--- config.mk ---
export PLATFORM = sky130hd
export DESIGN_NAME = pom_top
export DESIGN_NICKNAME = d
export VERILOG_FILES = /design/src/pom_pkg.sv /design/src/pom_err_counter.sv /design/src/pom_label_filter.sv /design/src/pom_top.sv
export SDC_FILE = /design/constraint.sdc
export NUM_CORES = 1
export LEC_CHECK = 0
export CELL_PAD_IN_SITES_DETAIL_PLACEMENT = 1
export CELL_PAD_IN_SITES_GLOBAL_PLACEMENT = 2
export CORE_ASPECT_RATIO = 2
export CORE_MARGIN = 8
export CORE_UTILIZATION = 24
export DETAILED_ROUTE_END_ITERATION = 10
export DONT_BUFFER_PORTS = 1
export PLACE_DENSITY = 0.51
export SETUP_SLACK_MARGIN = 0.2
export SYNTH_ARGS = -nofsm -noshare
export SYNTH_HDL_FRONTEND = slang
export SYNTH_SLANG_ARGS = --single-unit
--- constraint.sdc ---
create_clock -name clock_in -period 8.5 [get_ports clock_in]
set_input_delay 0.425 -clock clock_in [delete_from_list [all_inputs] [get_ports clock_in]]
set_output_delay 0.425 -clock clock_in [all_outputs]
set_load 0.02 [all_outputs]
--- src/pom_pkg.sv ---
/*
  Shared constants and carrier types for the path overhead monitor and diagnostic block.
  Assumes one 100 MHz clock and APB register access with word-aligned registers.
*/
package pom_pkg;

  // register indices; the byte address is four times the index
  localparam logic [7:0] IDX_LOAD_METERS = 8'h00;
  localparam logic [7:0] IDX_PATH_LABEL = 8'h37;
  localparam logic [7:0] IDX_BIP_LOW = 8'h38;
  localparam logic [7:0] IDX_BIP_HIGH = 8'h39;
  localparam logic [7:0] IDX_FAR_LOW = 8'h3a;
  localparam logic [7:0] IDX_FAR_HIGH = 8'h3b;
  localparam logic [7:0] IDX_AUX_DEFECT_CTRL = 8'h3c;
  localparam logic [7:0] IDX_RX_RING_CTRL = 8'h3d;
  localparam logic [7:0] IDX_TX_PATH_DIAG_CTRL = 8'h40;
  localparam logic [7:0] IDX_IRQ_STATUS = 8'h48;
  localparam logic [7:0] IDX_IRQ_MASK = 8'h49;
  localparam logic [7:0] IDX_STREAM_CFG = 8'h4a;

  // aux_defect_ctrl fields
  localparam int AUX_STATE_BIT = 0;
  localparam int AUX_IRQ_EN_BIT = 1;
  localparam int AUX_RSVD_LO_BIT = 2;
  localparam int FAR_BLOCK_BIT = 4;
  localparam int AUX_RSVD_HI_BIT = 5;
  // rx_ring_ctrl fields
  localparam int BIP_REPORT_BLOCK_BIT = 3;
  localparam int RX_STUFF_SKIP_BIT = 4;
  localparam int BIP_COUNT_BLOCK_BIT = 5;
  localparam int SIZE_CHECK_BIT = 6;
  localparam int STUFF_SPACING_BIT = 7;
  // tx_path_diag_ctrl fields
  localparam int ALARM_FORCE_BIT = 0;
  localparam int B3_INVERT_BIT = 1;
  localparam int TX_STUFF_SKIP_BIT = 3;
  // interrupt status and mask fields
  localparam int IRQ_AUX_BIT = 0;
  localparam int IRQ_LABEL_BIT = 1;
  localparam int IRQ_BIP_BIT = 2;
  localparam int IRQ_FAR_BIT = 3;

  // reset values
  localparam logic [7:0] RING_CTRL_RESET = 8'h00;
  localparam logic [7:0] AUX_CTRL_RESET = 8'h00;
  localparam logic [3:0] TX_CTRL_RESET = 4'h0;
  localparam logic [3:0] IRQ_RESET = 4'h0;
  localparam logic [7:0] LABEL_RESET = 8'h00;

  // stream constants
  localparam logic [6:0] FIXED_STUFF_COL_A = 7'h1e;
  localparam logic [6:0] FIXED_STUFF_COL_B = 7'h3b;
  localparam logic [2:0] AUX_FILTER_FRAMES = 3'h5;
  localparam logic [1:0] STUFF_SPACING_FRAMES = 2'h3;
  localparam logic [1:0] SIZE_BITS_OK = 2'h2;
  localparam logic [3:0] FAR_CODE_MAX = 4'h8;

  // poll transfer deadline
  localparam int POLL_TIME_US = 7;
  localparam int CLOCK_MHZ = 100;
  localparam int POLL_MAX_CYCLES = POLL_TIME_US * CLOCK_MHZ;

  // one byte of the path stream with its position qualifiers
  typedef struct packed {
    logic frame_start;
    logic valid;
    logic [6:0] col;
    logic spe;
    logic ptr;
    logic c2;
    logic g1;
    logic b3;
    logic [7:0] data;
  } pom_byte_t;

  // raw indications from the pointer interpreter
  typedef struct packed {
    logic new_flag_ind;
    logic inc_ind;
    logic dec_ind;
    logic new_point;
    logic [1:0] size_bits;
  } pom_ptr_raw_t;

  typedef struct packed {
    logic new_flag_ind;
    logic inc_ind;
    logic dec_ind;
    logic new_point;
  } pom_ptr_ind_t;

  // bip errors handed to the transmit path processor
  typedef struct packed {
    logic valid;
    logic [3:0] count;
  } pom_bip_rpt_t;

endpackage

--- src/pom_err_counter.sv ---
/*
  Error accumulator with a snapshot register for polling.
  Assumes snap_in is a one-cycle pulse on the same clock.
*/
module pom_err_counter
  import pom_pkg::*;
(
  // clock and reset
  input wire logic clock_in,
  input wire logic reset_in,
  // events and poll
  input wire logic [3:0] inc_in,
  input wire logic snap_in,
  // snapshot
  output logic [15:0] count_out
);

  logic [15:0] acc_r, acc_nxt;
  logic [15:0] count_r, count_nxt;
  logic [16:0] sum;

  always_comb begin
    sum = {1'b0, acc_r} + {13'h0000, inc_in};
    // saturate rather than wrap so a long interval never reads as few errors
    if (sum[16]) begin
      sum = 17'h0ffff;
    end
    acc_nxt = sum[15:0];
    count_nxt = count_r;
    if (snap_in) begin
      count_nxt = sum[15:0];
      acc_nxt = 16'h0000;
    end
  end

  always_ff @(posedge clock_in) begin
    if (reset_in) begin
      acc_r <= 16'h0000;
      count_r <= 16'h0000;
    end else begin
      acc_r <= acc_nxt;
      count_r <= count_nxt;
    end
  end

  assign count_out = count_r;

endmodule

--- src/pom_label_filter.sv ---
/*
  Two-frame debounce of the received path signal label byte.
  Assumes label_valid_in marks the label byte once per frame.
*/
module pom_label_filter
  import pom_pkg::*;
(
  // clock and reset
  input wire logic clock_in,
  input wire logic reset_in,
  // received label byte
  input wire logic label_valid_in,
  input wire logic [7:0] label_in,
  // accepted label
  output logic [7:0] label_value_out,
  output logic change_out
);

  logic [7:0] cand_r, cand_nxt;
  logic [7:0] label_r, label_nxt;
  logic change_r, change_nxt;

  always_comb begin
    cand_nxt = cand_r;
    label_nxt = label_r;
    change_nxt = 1'b0;
    if (label_valid_in) begin
      cand_nxt = label_in;
      if (label_in == cand_r && label_in != label_r) begin
        label_nxt = label_in;
        change_nxt = 1'b1;
      end
    end
  end

  always_ff @(posedge clock_in) begin
    if (reset_in) begin
      cand_r <= LABEL_RESET;
      label_r <= LABEL_RESET;
      change_r <= 1'b0;
    end else begin
      cand_r <= cand_nxt;
      label_r <= label_nxt;
      change_r <= change_nxt;
    end
  end

  assign label_value_out = label_r;
  assign change_out = change_r;

endmodule

--- src/pom_top.sv ---
/*
  Path overhead monitor and transmit diagnostic insertion with an APB register slave.
  Assumes stream bytes, pointer indications and APB on clock_in; path_alarm_in is asynchronous.
*/
// How it works
// - label changes after two equal new frames
// - bip count is sixteen bits, two bytes
// - counter write snapshots counts, restarts from zero
// - coincident event lands in old interval
// - global load write polls every counter
// - far error count is sixteen bits, two bytes
// - read-only bit shows aux defect state
// - enabled aux defect change drives irq low
// - far block mode: one per code 1..8
// - bip report: block or per bit
// - rx skips fixed stuff unless sts3c
// - bip count: block or per bit
// - bad size bits suppress pointer indications
// - inc/dec need three frames since change
// - alarm force or input fills all ones
// - b3 invert overrides external error mask
// - tx skips columns 30, 59 if set, unless sts3c
module pom_top
  import pom_pkg::*;
(
  // clock and reset
  input wire logic clock_in,
  input wire logic reset_in,
  // apb slave
  input wire logic psel_in,
  input wire logic penable_in,
  input wire logic pwrite_in,
  input wire logic [11:0] paddr_in,
  input wire logic [31:0] pwdata_in,
  output logic pready_out,
  output logic [31:0] prdata_out,
  output logic pslverr_out,
  // receive stream and pointer interpreter
  input wire pom_byte_t rx_byte_in,
  input wire pom_ptr_raw_t ptr_raw_in,
  output pom_ptr_ind_t ptr_ind_out,
  output pom_bip_rpt_t bip_rpt_out,
  // transmit stream
  input wire pom_byte_t tx_byte_in,
  input wire logic path_alarm_in,
  input wire logic tx_overhead_insert_en_in,
  input wire logic [7:0] tx_b3_mask_in,
  output pom_byte_t tx_byte_out,
  // interrupt
  output logic irq_n_out
);

  function automatic logic [3:0] ones8(input logic [7:0] v);
    logic [3:0] n;
    n = 4'h0;
    for (int i = 0; i < 8; i++) begin
      n = n + {3'h0, v[i]};
    end
    return n;
  endfunction

  function automatic logic is_stuff_col(input logic [6:0] col);
    return (col == FIXED_STUFF_COL_A) || (col == FIXED_STUFF_COL_B);
  endfunction

  // ---------------- apb and registers ----------------
  logic pready_r, pready_nxt;
  logic [31:0] prdata_r, prdata_nxt;
  logic pslverr_r, pslverr_nxt;
  logic [7:0] aux_ctrl_r, aux_ctrl_nxt;
  logic [7:0] ring_r, ring_nxt;
  logic [3:0] tx_ctrl_r, tx_ctrl_nxt;
  logic [3:0] irq_status_r, irq_status_nxt;
  logic [3:0] irq_mask_r, irq_mask_nxt;
  logic sts3c_r, sts3c_nxt;
  logic poll_r, poll_nxt;
  logic irq_n_r, irq_n_nxt;
  logic [7:0] idx;
  logic idx_ok;
  logic wr_take;
  logic [3:0] events;
  logic [7:0] label_value;
  logic label_change;
  logic [15:0] bip_err_count;
  logic [15:0] far_err_count;
  logic aux_defect_state_r;
  logic aux_change_r;
  logic bip_event_r;
  logic far_event_r;
  logic [3:0] bip_inc_r;
  logic [3:0] far_inc_r;

  assign idx = paddr_in[9:2];
  assign idx_ok = (paddr_in[11:10] == 2'h0) && (paddr_in[1:0] == 2'h0);
  assign wr_take = psel_in && penable_in && pready_r && pwrite_in;
  assign events = {far_event_r, bip_event_r, label_change, aux_change_r};

  always_comb begin
    pready_nxt = psel_in && penable_in && !pready_r;
    prdata_nxt = prdata_r;
    pslverr_nxt = 1'b0;
    aux_ctrl_nxt = aux_ctrl_r;
    ring_nxt = ring_r;
    tx_ctrl_nxt = tx_ctrl_r;
    irq_mask_nxt = irq_mask_r;
    sts3c_nxt = sts3c_r;
    poll_nxt = 1'b0;
    irq_status_nxt = irq_status_r;
    if (pready_nxt) begin
      prdata_nxt = 32'h0000_0000;
      pslverr_nxt = !idx_ok;
      if (idx_ok) begin
        case (idx)
          IDX_LOAD_METERS: prdata_nxt = 32'h0000_0000;
          IDX_PATH_LABEL: prdata_nxt[7:0] = label_value;
          IDX_BIP_LOW: prdata_nxt[7:0] = bip_err_count[7:0];
          IDX_BIP_HIGH: prdata_nxt[7:0] = bip_err_count[15:8];
          IDX_FAR_LOW: prdata_nxt[7:0] = far_err_count[7:0];
          IDX_FAR_HIGH: prdata_nxt[7:0] = far_err_count[15:8];
          IDX_AUX_DEFECT_CTRL: begin
            prdata_nxt[7:0] = aux_ctrl_r;
            prdata_nxt[AUX_IRQ_EN_BIT] = irq_mask_r[IRQ_AUX_BIT];
            prdata_nxt[AUX_STATE_BIT] = aux_defect_state_r;
          end
          IDX_RX_RING_CTRL: prdata_nxt[7:0] = ring_r;
          IDX_TX_PATH_DIAG_CTRL: prdata_nxt[3:0] = tx_ctrl_r;
          IDX_IRQ_STATUS: prdata_nxt[3:0] = irq_status_r;
          IDX_IRQ_MASK: prdata_nxt[3:0] = irq_mask_r;
          IDX_STREAM_CFG: prdata_nxt[0] = sts3c_r;
          default: pslverr_nxt = 1'b1;
        endcase
      end
    end
    if (wr_take && idx_ok) begin
      case (idx)
        IDX_LOAD_METERS: poll_nxt = 1'b1;
        IDX_BIP_LOW, IDX_BIP_HIGH, IDX_FAR_LOW, IDX_FAR_HIGH: poll_nxt = 1'b1;
        IDX_AUX_DEFECT_CTRL: begin
          // reserved bits 2 and 5 are stored as written, reserved bits 3, 6 and 7 are dropped; software keeps them zero
          aux_ctrl_nxt = pwdata_in[7:0] & 8'h34;
          irq_mask_nxt[IRQ_AUX_BIT] = pwdata_in[AUX_IRQ_EN_BIT];
        end
        IDX_RX_RING_CTRL: ring_nxt = pwdata_in[7:0];
        IDX_TX_PATH_DIAG_CTRL: tx_ctrl_nxt = pwdata_in[3:0];
        IDX_IRQ_STATUS: irq_status_nxt = irq_status_r & ~pwdata_in[3:0];
        IDX_IRQ_MASK: irq_mask_nxt = pwdata_in[3:0];
        IDX_STREAM_CFG: sts3c_nxt = pwdata_in[0];
        default: poll_nxt = 1'b0;
      endcase
    end
    // a new event wins over a simultaneous write-one clear
    irq_status_nxt = irq_status_nxt | events;
    irq_n_nxt = !(|(irq_status_nxt & irq_mask_nxt));
  end

  always_ff @(posedge clock_in) begin
    if (reset_in) begin
      pready_r <= 1'b0;
      prdata_r <= 32'h0000_0000;
      pslverr_r <= 1'b0;
      aux_ctrl_r <= AUX_CTRL_RESET;
      ring_r <= RING_CTRL_RESET;
      tx_ctrl_r <= TX_CTRL_RESET;
      irq_status_r <= IRQ_RESET;
      irq_mask_r <= IRQ_RESET;
      sts3c_r <= 1'b0;
      poll_r <= 1'b0;
      irq_n_r <= 1'b1;
    end else begin
      pready_r <= pready_nxt;
      prdata_r <= prdata_nxt;
      pslverr_r <= pslverr_nxt;
      aux_ctrl_r <= aux_ctrl_nxt;
      ring_r <= ring_nxt;
      tx_ctrl_r <= tx_ctrl_nxt;
      irq_status_r <= irq_status_nxt;
      irq_mask_r <= irq_mask_nxt;
      sts3c_r <= sts3c_nxt;
      poll_r <= poll_nxt;
      irq_n_r <= irq_n_nxt;
    end
  end

  // ---------------- receive monitor ----------------
  logic [7:0] rx_acc_r, rx_acc_nxt;
  logic [7:0] rx_prev_r, rx_prev_nxt;
  logic [2:0] aux_cnt_r, aux_cnt_nxt;
  logic aux_cand_r, aux_cand_nxt;
  logic aux_state_nxt, aux_change_nxt;
  logic [3:0] bip_inc_nxt, far_inc_nxt;
  logic bip_event_nxt, far_event_nxt;
  pom_bip_rpt_t bip_rpt_r, bip_rpt_nxt;
  logic [7:0] rx_term, mismatch;
  logic [3:0] far_code;

  always_comb begin
    rx_acc_nxt = rx_acc_r;
    rx_prev_nxt = rx_prev_r;
    aux_cnt_nxt = aux_cnt_r;
    aux_cand_nxt = aux_cand_r;
    aux_state_nxt = aux_defect_state_r;
    aux_change_nxt = 1'b0;
    bip_inc_nxt = 4'h0;
    far_inc_nxt = 4'h0;
    bip_event_nxt = 1'b0;
    far_event_nxt = 1'b0;
    bip_rpt_nxt = '0;
    rx_term = 8'h00;
    mismatch = 8'h00;
    far_code = rx_byte_in.data[7:4];
    if (rx_byte_in.valid) begin
      // fixed stuff only exists in the sts-1 mapping
      if (rx_byte_in.spe && !(ring_r[RX_STUFF_SKIP_BIT] && !sts3c_r &&
          is_stuff_col(rx_byte_in.col))) begin
        rx_term = rx_byte_in.data;
      end
      if (rx_byte_in.frame_start) begin
        rx_prev_nxt = rx_acc_r;
        rx_acc_nxt = rx_term;
      end else begin
        rx_acc_nxt = rx_acc_r ^ rx_term;
      end
      if (rx_byte_in.b3) begin
        mismatch = rx_byte_in.data ^ rx_prev_r;
        bip_event_nxt = |mismatch;
        bip_inc_nxt = ring_r[BIP_COUNT_BLOCK_BIT] ? {3'h0, |mismatch} : ones8(mismatch);
        bip_rpt_nxt.valid = 1'b1;
        bip_rpt_nxt.count = ring_r[BIP_REPORT_BLOCK_BIT] ? {3'h0, |mismatch} :
                            ones8(mismatch);
      end
      if (rx_byte_in.g1) begin
        if (aux_ctrl_r[FAR_BLOCK_BIT]) begin
          far_inc_nxt = {3'h0, (far_code != 4'h0) && (far_code <= FAR_CODE_MAX)};
        end else begin
          far_inc_nxt = (far_code <= FAR_CODE_MAX) ? far_code : 4'h0;
        end
        far_event_nxt = |far_inc_nxt;
        if (rx_byte_in.data[3] != aux_cand_r) begin
          aux_cand_nxt = rx_byte_in.data[3];
          aux_cnt_nxt = 3'h1;
        end else if (aux_cnt_r != AUX_FILTER_FRAMES) begin
          aux_cnt_nxt = aux_cnt_r + 3'h1;
        end
        if (aux_cnt_nxt == AUX_FILTER_FRAMES && aux_cand_nxt != aux_defect_state_r) begin
          aux_state_nxt = aux_cand_nxt;
          aux_change_nxt = 1'b1;
        end
      end
    end
  end

  always_ff @(posedge clock_in) begin
    if (reset_in) begin
      rx_acc_r <= 8'h00;
      rx_prev_r <= 8'h00;
      aux_cnt_r <= 3'h0;
      aux_cand_r <= 1'b0;
      aux_defect_state_r <= 1'b0;
      aux_change_r <= 1'b0;
      bip_inc_r <= 4'h0;
      far_inc_r <= 4'h0;
      bip_event_r <= 1'b0;
      far_event_r <= 1'b0;
      bip_rpt_r <= '0;
    end else begin
      rx_acc_r <= rx_acc_nxt;
      rx_prev_r <= rx_prev_nxt;
      aux_cnt_r <= aux_cnt_nxt;
      aux_cand_r <= aux_cand_nxt;
      aux_defect_state_r <= aux_state_nxt;
      aux_change_r <= aux_change_nxt;
      bip_inc_r <= bip_inc_nxt;
      far_inc_r <= far_inc_nxt;
      bip_event_r <= bip_event_nxt;
      far_event_r <= far_event_nxt;
      bip_rpt_r <= bip_rpt_nxt;
    end
  end

  pom_label_filter u_label (
    .clock_in(clock_in),
    .reset_in(reset_in),
    .label_valid_in(rx_byte_in.valid && rx_byte_in.c2),
    .label_in(rx_byte_in.data),
    .label_value_out(label_value),
    .change_out(label_change)
  );

  pom_err_counter u_bip_count (
    .clock_in(clock_in),
    .reset_in(reset_in),
    .inc_in(bip_inc_r),
    .snap_in(poll_r),
    .count_out(bip_err_count)
  );

  pom_err_counter u_far_count (
    .clock_in(clock_in),
    .reset_in(reset_in),
    .inc_in(far_inc_r),
    .snap_in(poll_r),
    .count_out(far_err_count)
  );

  // ---------------- pointer indication qualifier ----------------
  logic [1:0] since_r, since_nxt;
  pom_ptr_ind_t ind_r, ind_nxt;
  logic size_bad;

  always_comb begin
    size_bad = ring_r[SIZE_CHECK_BIT] && (ptr_raw_in.size_bits != SIZE_BITS_OK);
    ind_nxt.new_flag_ind = ptr_raw_in.new_flag_ind && !size_bad;
    ind_nxt.new_point = ptr_raw_in.new_point && !size_bad;
    ind_nxt.inc_ind = ptr_raw_in.inc_ind && !size_bad &&
                      (!ring_r[STUFF_SPACING_BIT] || since_r == STUFF_SPACING_FRAMES);
    ind_nxt.dec_ind = ptr_raw_in.dec_ind && !size_bad &&
                      (!ring_r[STUFF_SPACING_BIT] || since_r == STUFF_SPACING_FRAMES);
    since_nxt = since_r;
    if (rx_byte_in.valid && rx_byte_in.frame_start && since_r != STUFF_SPACING_FRAMES) begin
      since_nxt = since_r + 2'h1;
    end
    if (|ind_nxt) begin
      since_nxt = 2'h0;
    end
  end

  always_ff @(posedge clock_in) begin
    if (reset_in) begin
      since_r <= STUFF_SPACING_FRAMES;
      ind_r <= '0;
    end else begin
      since_r <= since_nxt;
      ind_r <= ind_nxt;
    end
  end

  // ---------------- transmit insertion ----------------
  logic alarm_s1_r, alarm_s2_r, alarm_s3_r, alarm_r, alarm_nxt;
  logic [7:0] tx_acc_r, tx_acc_nxt;
  logic [7:0] tx_prev_r, tx_prev_nxt;
  pom_byte_t tx_out_r, tx_out_nxt;
  logic [7:0] tx_term, b3_err;

  always_comb begin
    alarm_nxt = (alarm_s2_r == alarm_s3_r) ? alarm_s3_r : alarm_r;
    tx_out_nxt = tx_byte_in;
    tx_acc_nxt = tx_acc_r;
    tx_prev_nxt = tx_prev_r;
    tx_term = 8'h00;
    // b3 invert takes precedence over the external mask
    b3_err = tx_ctrl_r[B3_INVERT_BIT] ? 8'hff : (tx_overhead_insert_en_in ? tx_b3_mask_in : 8'h00);
    if (tx_byte_in.b3) begin
      tx_out_nxt.data = tx_prev_r ^ b3_err;
    end
    if ((tx_ctrl_r[ALARM_FORCE_BIT] || alarm_r) && (tx_byte_in.spe || tx_byte_in.ptr)) begin
      tx_out_nxt.data = 8'hff;
    end
    if (tx_byte_in.valid) begin
      if (tx_byte_in.spe && !(tx_ctrl_r[TX_STUFF_SKIP_BIT] && !sts3c_r &&
          is_stuff_col(tx_byte_in.col))) begin
        tx_term = tx_out_nxt.data;
      end
      if (tx_byte_in.frame_start) begin
        tx_prev_nxt = tx_acc_r;
        tx_acc_nxt = tx_term;
      end else begin
        tx_acc_nxt = tx_acc_r ^ tx_term;
      end
    end
  end

  always_ff @(posedge clock_in) begin
    if (reset_in) begin
      alarm_s1_r <= 1'b0;
      alarm_s2_r <= 1'b0;
      alarm_s3_r <= 1'b0;
      alarm_r <= 1'b0;
      tx_acc_r <= 8'h00;
      tx_prev_r <= 8'h00;
      tx_out_r <= '0;
    end else begin
      alarm_s1_r <= path_alarm_in;
      alarm_s2_r <= alarm_s1_r;
      alarm_s3_r <= alarm_s2_r;
      alarm_r <= alarm_nxt;
      tx_acc_r <= tx_acc_nxt;
      tx_prev_r <= tx_prev_nxt;
      tx_out_r <= tx_out_nxt;
    end
  end

  assign pready_out = pready_r;
  assign prdata_out = prdata_r;
  assign pslverr_out = pslverr_r;
  assign ptr_ind_out = ind_r;
  assign bip_rpt_out = bip_rpt_r;
  assign tx_byte_out = tx_out_r;
  assign irq_n_out = irq_n_r;

endmodule

---- Word-level counts from Yosys, hierarchy flattened ----
Cells that the tools add are included.
storage, ports and cells
  flip-flop bits (word level) ............. 226
  input bits .............................. 109
  output and inout port bits .............. 66
operators by class
  add/subtract/negate cells ............... 11
  $lt $le $gt $ge ......................... 1
  equal/unequal tests ..................... 25
  multiplexer cells ....................... 42
  bitwise gates (word level) .............. 14
  reduce and logical (&&, ||, !) cells .... 68
operator list
  operator                                       count
  2-to-1 mux 8 bit                               11
  == test 8 x 6 -> 1 bit, second input constant  7
  adder 16 x 4 -> 17 bit                         2
  == test 8 x 7 -> 1 bit, second input constant  4
  2-to-1 mux 16 bit                              2
  2-to-1 mux 4 bit                               8
  XOR 8 bit                                      4
  case mux 3 bit (10 select lines)               1
  case mux 4 bit (7 select lines)                1
  logical AND 1 bit                              26
  OR reduction 4 bit                             5
  adder 4 x 1 -> 4 bit                           4
  AND reduction 2 bit                            8
  2-to-1 mux 3 bit                               5
  == test 7 x 5 -> 1 bit, second input constant  2
  == test 7 x 6 -> 1 bit, second input constant  2
  OR reduction 12 bit                            1
  case mux 1 bit (11 select lines)               1
  OR reduction 2 bit                             5
  2-to-1 mux 1 bit                               9
  bitwise AND 4 bit                              2
  == test 8 bit                                  1
  zero test 1 bit                                8
  zero test 8 bit                                1
  other kinds (27)                               41

---- Logic depth before layout (Yosys ltp) ----
  depth after elaboration ................. 10
  depth in mapped cells ................... 13
  mapped depth without buffers ............ 12

---- Hierarchy ----
From an unflattened synthesis, not the netlist that was laid out.
second synthesis, totals
  cell total of the unflattened synthesis .. 1081
  area total of the unflattened synthesis .. 9683.0 µm²
by module, submodules not included
  module            times used  cells an instance  area each (µm²)
  pom_top           1           684                5935.7
  pom_err_counter   2           157                1450.1
  pom_label_filter  1           83                 847.1

---- Worst setup path after synthesis ----
OpenSTA, ideal clock, no wires.
  path type ............................... in2reg
  from .................................... input port rx_byte_in[0] (netlist bit)
  to ...................................... register bip_rpt_r, in the netlist bip_rpt_out[2]
  arrival time ............................ 3.253 ns
  path slack .............................. 5.128 ns
  stages on the path ...................... 13
  buffers on the path ..................... 1
  cells stage by stage .................... clkbuf_1 -> xnor2_1 -> fa_1 -> inv_1 -> fa_1 -> inv_1 -> fa_1 -> inv_1 -> ha_1 -> inv_1 -> fa_1 -> xor2_1 -> nor2_1
between the ends
  longest elaborated chain between the ends .. 8
RTL lines
  item                                line            source
  start, declared                     pom_top.sv:39   input wire pom_byte_t rx_byte_in,
  XOR 8 bit                           pom_top.sv:224  mismatch = rx_byte_in.data ^ rx_prev_r;
  adder 1 x 1 -> 2 bit                pom_top.sv:57   n = n + {3'h0, v[i]};
  adder 2 x 1 -> 3 bit                pom_top.sv:57
  adder 3 x 1 -> 4 bit                pom_top.sv:57
  adder 4 x 1 -> 4 bit (4 in series)  pom_top.sv:57
  end signal, assigned                pom_top.sv:276  bip_rpt_r <= bip_rpt_nxt;
  end, declared                       pom_top.sv:192  pom_bip_rpt_t bip_rpt_r, bip_rpt_nxt;
Every way passes these cells.
A chain may end at the register's enable or synchronous reset.

---- Worst setup path after layout ----
  from .................................... register rx_prev_r[0]
  to ...................................... register bip_rpt_r, in the netlist bip_rpt_out[2]
between the ends
  longest elaborated chain between the ends .. 8
RTL lines
  item                                line            source
  start, declared                     pom_top.sv:186  logic [7:0] rx_prev_r, rx_prev_nxt;
  start signal, assigned              pom_top.sv:267  rx_prev_r <= rx_prev_nxt;
  XOR 8 bit                           pom_top.sv:224
  adder 1 x 1 -> 2 bit                pom_top.sv:57
  adder 2 x 1 -> 3 bit                pom_top.sv:57
  adder 3 x 1 -> 4 bit                pom_top.sv:57
  adder 4 x 1 -> 4 bit (4 in series)  pom_top.sv:57
Every way passes these cells.

==> qor.yml <==
synthesis:
  synth_edf_count: 0
  ys_types: 64
  ys_seq_area_frac: 0.437
  synthTopCellsByArea: "dfxtp_1, nor2_1, nand2_1"
  synth_area_um2: 9260
  syn_avg_cell_area_um2: 8.67
  synth_top_area_share: 0.437
  yosysMostFrequentCell: "dfxtp_1"
  ys.flop_type: "dfxtp_1"
  synthArstFlopShare: 0
  synth.largest_area_cell: "dfxtp_1"
  ys_ff_latch: 202
  synthesis.instances: 1068
  yosys_warnings: 0
  synth_common_cells: "dfxtp_1, nor2_1, nand2_1, a21oi_1, clkbuf_1"
clock_tree:
  clock_latency_ns: 0.52
  path_clk_slew_ns: 0.07
  cts_root_buf: "clkbuf_16"
  cts_sinks: 202
  cts_tree: "built"
  clockBufferDepth: 3
  htreeDepth: 1
  cts_buffers: 22
  cts_setup_buffers: 0
critical_path:
  arrival_ns: 3.61
  rr_worst_depth: 12
  setup.worst_path.class: "flip-flop to flip-flop"
  r2r-start: "rx_prev_r[0]"
  worstSetupStartpointType: "flip-flop"
  cp.required_ns: 8.91
  r2r_setup_slack_ns: 5.30
  crit_start: "rx_prev_r[0]"
  path_max_fanout: 2
  end_kind: "flip-flop"
placed_design:
  globalplace.congestion: 0.737
  port_buffers: 0
  placed_area_um2: 9610
  post-dp-hpwl_um: 22000
routing:
  drc_errors: 0
  drtIter0Drc: 266
  final_antenna_net_count: 0
  via_count: 7224
  drt_pass1_iterations: 4
  vias_per_cell: 4.60
  routed_wirelength_um: 30400
  routedWlPerCell_um: 19.4
timing:
  maxSlewHeadroom: 0.338
  finalCriticalPeriod_ns: 3.20
  rsz0062_at_grt: "no"
  fmax_mhz: 312
  slew_violations: 0
  finClkSkew_ns: 0.0124
  hold_violations: 0
  setup_violations: 0
  fin_setup_tns_ns: 0
  fin_hold_ws_ns: 0.0374
  post-route-period-util: 0.377
  tightest_slew_ns: 0.985
floorplan:
  num_io_pins: 175
  initial_core_util: 0.241
  rows: 102
  die_h_um: 294
  dieArea_um2: 45500
  fp.dieW_um: 155
  core-area_um2: 38400
global_route:
  grt_pass1_wl_um: 47000
  met2_usage: 0.232
  use_met1: 0.156
  grt_max_degree: 125
  grt_overflow: 0
  grt_use_total: 0.132
  met3_usage: 0.0326
  antenna_found_initial: 1
  first_global_vias: 7754
  top_usage_layer: "met2"
power:
  leakage_nw: 3.74
  power.density_nw_per_um2: 202
  ir_drop_v: 0.000113
layout:
  fillCellCount: 4474
  antenna_cells: 0
  stdcell_area_um2: 10300
  layout.area.seq_um2: 4050
  finalNetCount: 1167
  synthToLayoutAreaGrowth_pct: 11.6
  drive_above_1_share: 0.0582
  multiInputGateArea_um2: 4830
hold_path:
  hp-class: "primary input to flip-flop"
  hold_start: "tx_byte_in[17]"
  hold_depth: 1
status:
  status: "complete, no violations"
job:
  maxCapViolCount: 0
per-layer routing:
| metal | vias up | share of wire | wire length (um) |
|---|---|---|---|
| li1 | 3556 | - | - |
| met2 | 131 | 0.51 | 15400 |
| met3 | 28 | 0.063 | 1900 |
| met5 | - | 0 | 0 |
| met4 | 0 | 0.017 | 508 |
| met1 | 3509 | 0.41 | 12600 |
final timing paths:
kind | to
max | bip_rpt_out[2]
min | tx_byte_out[17]
max reg2reg | bip_rpt_out[2]
min reg2reg | alarm_s2_r
registers in the layout (all words and copies together) (netlist names), 3 cells and up:
register                 cells
irq_status_r                 4
bip_rpt_out                  5
far_inc_r                    4
ptr_ind_out                  4
u_label.label_value_out      8
tx_prev_r                    8
rx_acc_r                     8
u_far_count.acc_r           16
tx_ctrl_r                    4
u_bip_count.acc_r           16
u_bip_count.count_out       16
aux_cnt_r                    3
bip_inc_r                    4
prdata_out                   8
ring_r                       8
tx_byte_out                 22
rx_prev_r                    8
u_far_count.count_out       16
irq_mask_r                   4
aux_ctrl_r                   3
tx_acc_r                     8
u_label.cand_r               8
report_power, final:
group	internal (W)	switching, W	total, W	leakage [nW]
registers	0.000970	0.0000254	0.000996	1.64
clock network	0.000540	0.000416	0.000956	0.346
logic	0.0000545	0.0000835	0.000138	1.76
total	0.00156	0.000525	0.00209	3.74
through the flow:
| stage | cells | setup slack (ns) | power [W] | utilization |
|---|---|---|---|---|
| finish | 1569 | 5.30 | 0.00209 | 0.269 |
| global placement | 1529 | 5.19 | 0.00115 | 0.250 |
| detailed placement | 1529 | 5.18 | 0.00115 | 0.250 |
| floorplan | 1091 | 5.13 | 0.00115 | - |
| global route | 1569 | 5.13 | 0.00219 | 0.269 |
| CTS | 1569 | 5.27 | 0.00214 | 0.269 |
worst max-delay path, cell delays in order, from the launching register on:
cell	delay, ns
dfxtp_1	0.32
xnor2_1	0.16
fa_1	0.55
inv_1	0.06
fa_1	0.54
inv_1	0.06
fa_1	0.46
inv_1	0.06
ha_1	0.17
inv_1	0.06
fa_1	0.37
xor2_1	0.21
nor2_1	0.08
cell families (layout without fill, tap and decap cells):
kind of cell / count (synthesis) / in the layout / share of synthesized area
and+or+nand+nor: 430 / 430 / 0.220
DFF: 202 / 202 / 0.437
AOI/OAI and AO/OA: 193 / 193 / 0.136
buffers and inverters: 101 / 59 / 0.0520
xor gates and xnor gates: 74 / 74 / 0.0700
muxes: 44 / 44 / 0.0484
adders and majority gates: 23 / 23 / 0.0359
other: 1 / 24 / 0.000405
cell usage in the layout, fill, tap and decap left out, types with 3 or more instances in the layout:
cell       count
and2_1        16
a211oi_1      29
nand2_1      116
or2_2          3
a222oi_1       7
nand3_1       10
mux2_2         6
nor3_1        17
nor2b_1       34
mux2i_1       38
ha_1          17
nand2b_1      12
clkbuf_16     23
o22ai_1        6
a21oi_1       67
nor4_1         8
o21ai_0       28
and3_1        10
a21o_1         7
nand4_1       12
nand3b_1       6
buf_4          3
inv_1         16
xnor2_1       35
conb_1        24
a22oi_1       12
xor2_1        39
a22o_1         5
a221oi_1       3
a311oi_1      10
o211ai_1       4
nor2_1       167
clkinv_2       8
dfxtp_1      201
fa_1           6
layout make-up:
| type | instances | area share |
|---|---|---|
| inverter | 16 | 0.00581 |
| sequential | 202 | 0.391 |
| clock buffer | 27 | 0.0591 |
| multi-input combinational | 788 | 0.467 |
| tap | 520 | 0.0630 |
| clock inverter | 11 | 0.00823 |
| timing repair buffer | 5 | 0.00508 |
what timing repair did:
item	4_1_cts	5_1_grt
hold endpoints to repair	25	0
gates resized for setup	0	0
hold buffers	2	0
No activity file was read; power rests on OpenSTA's default activity.
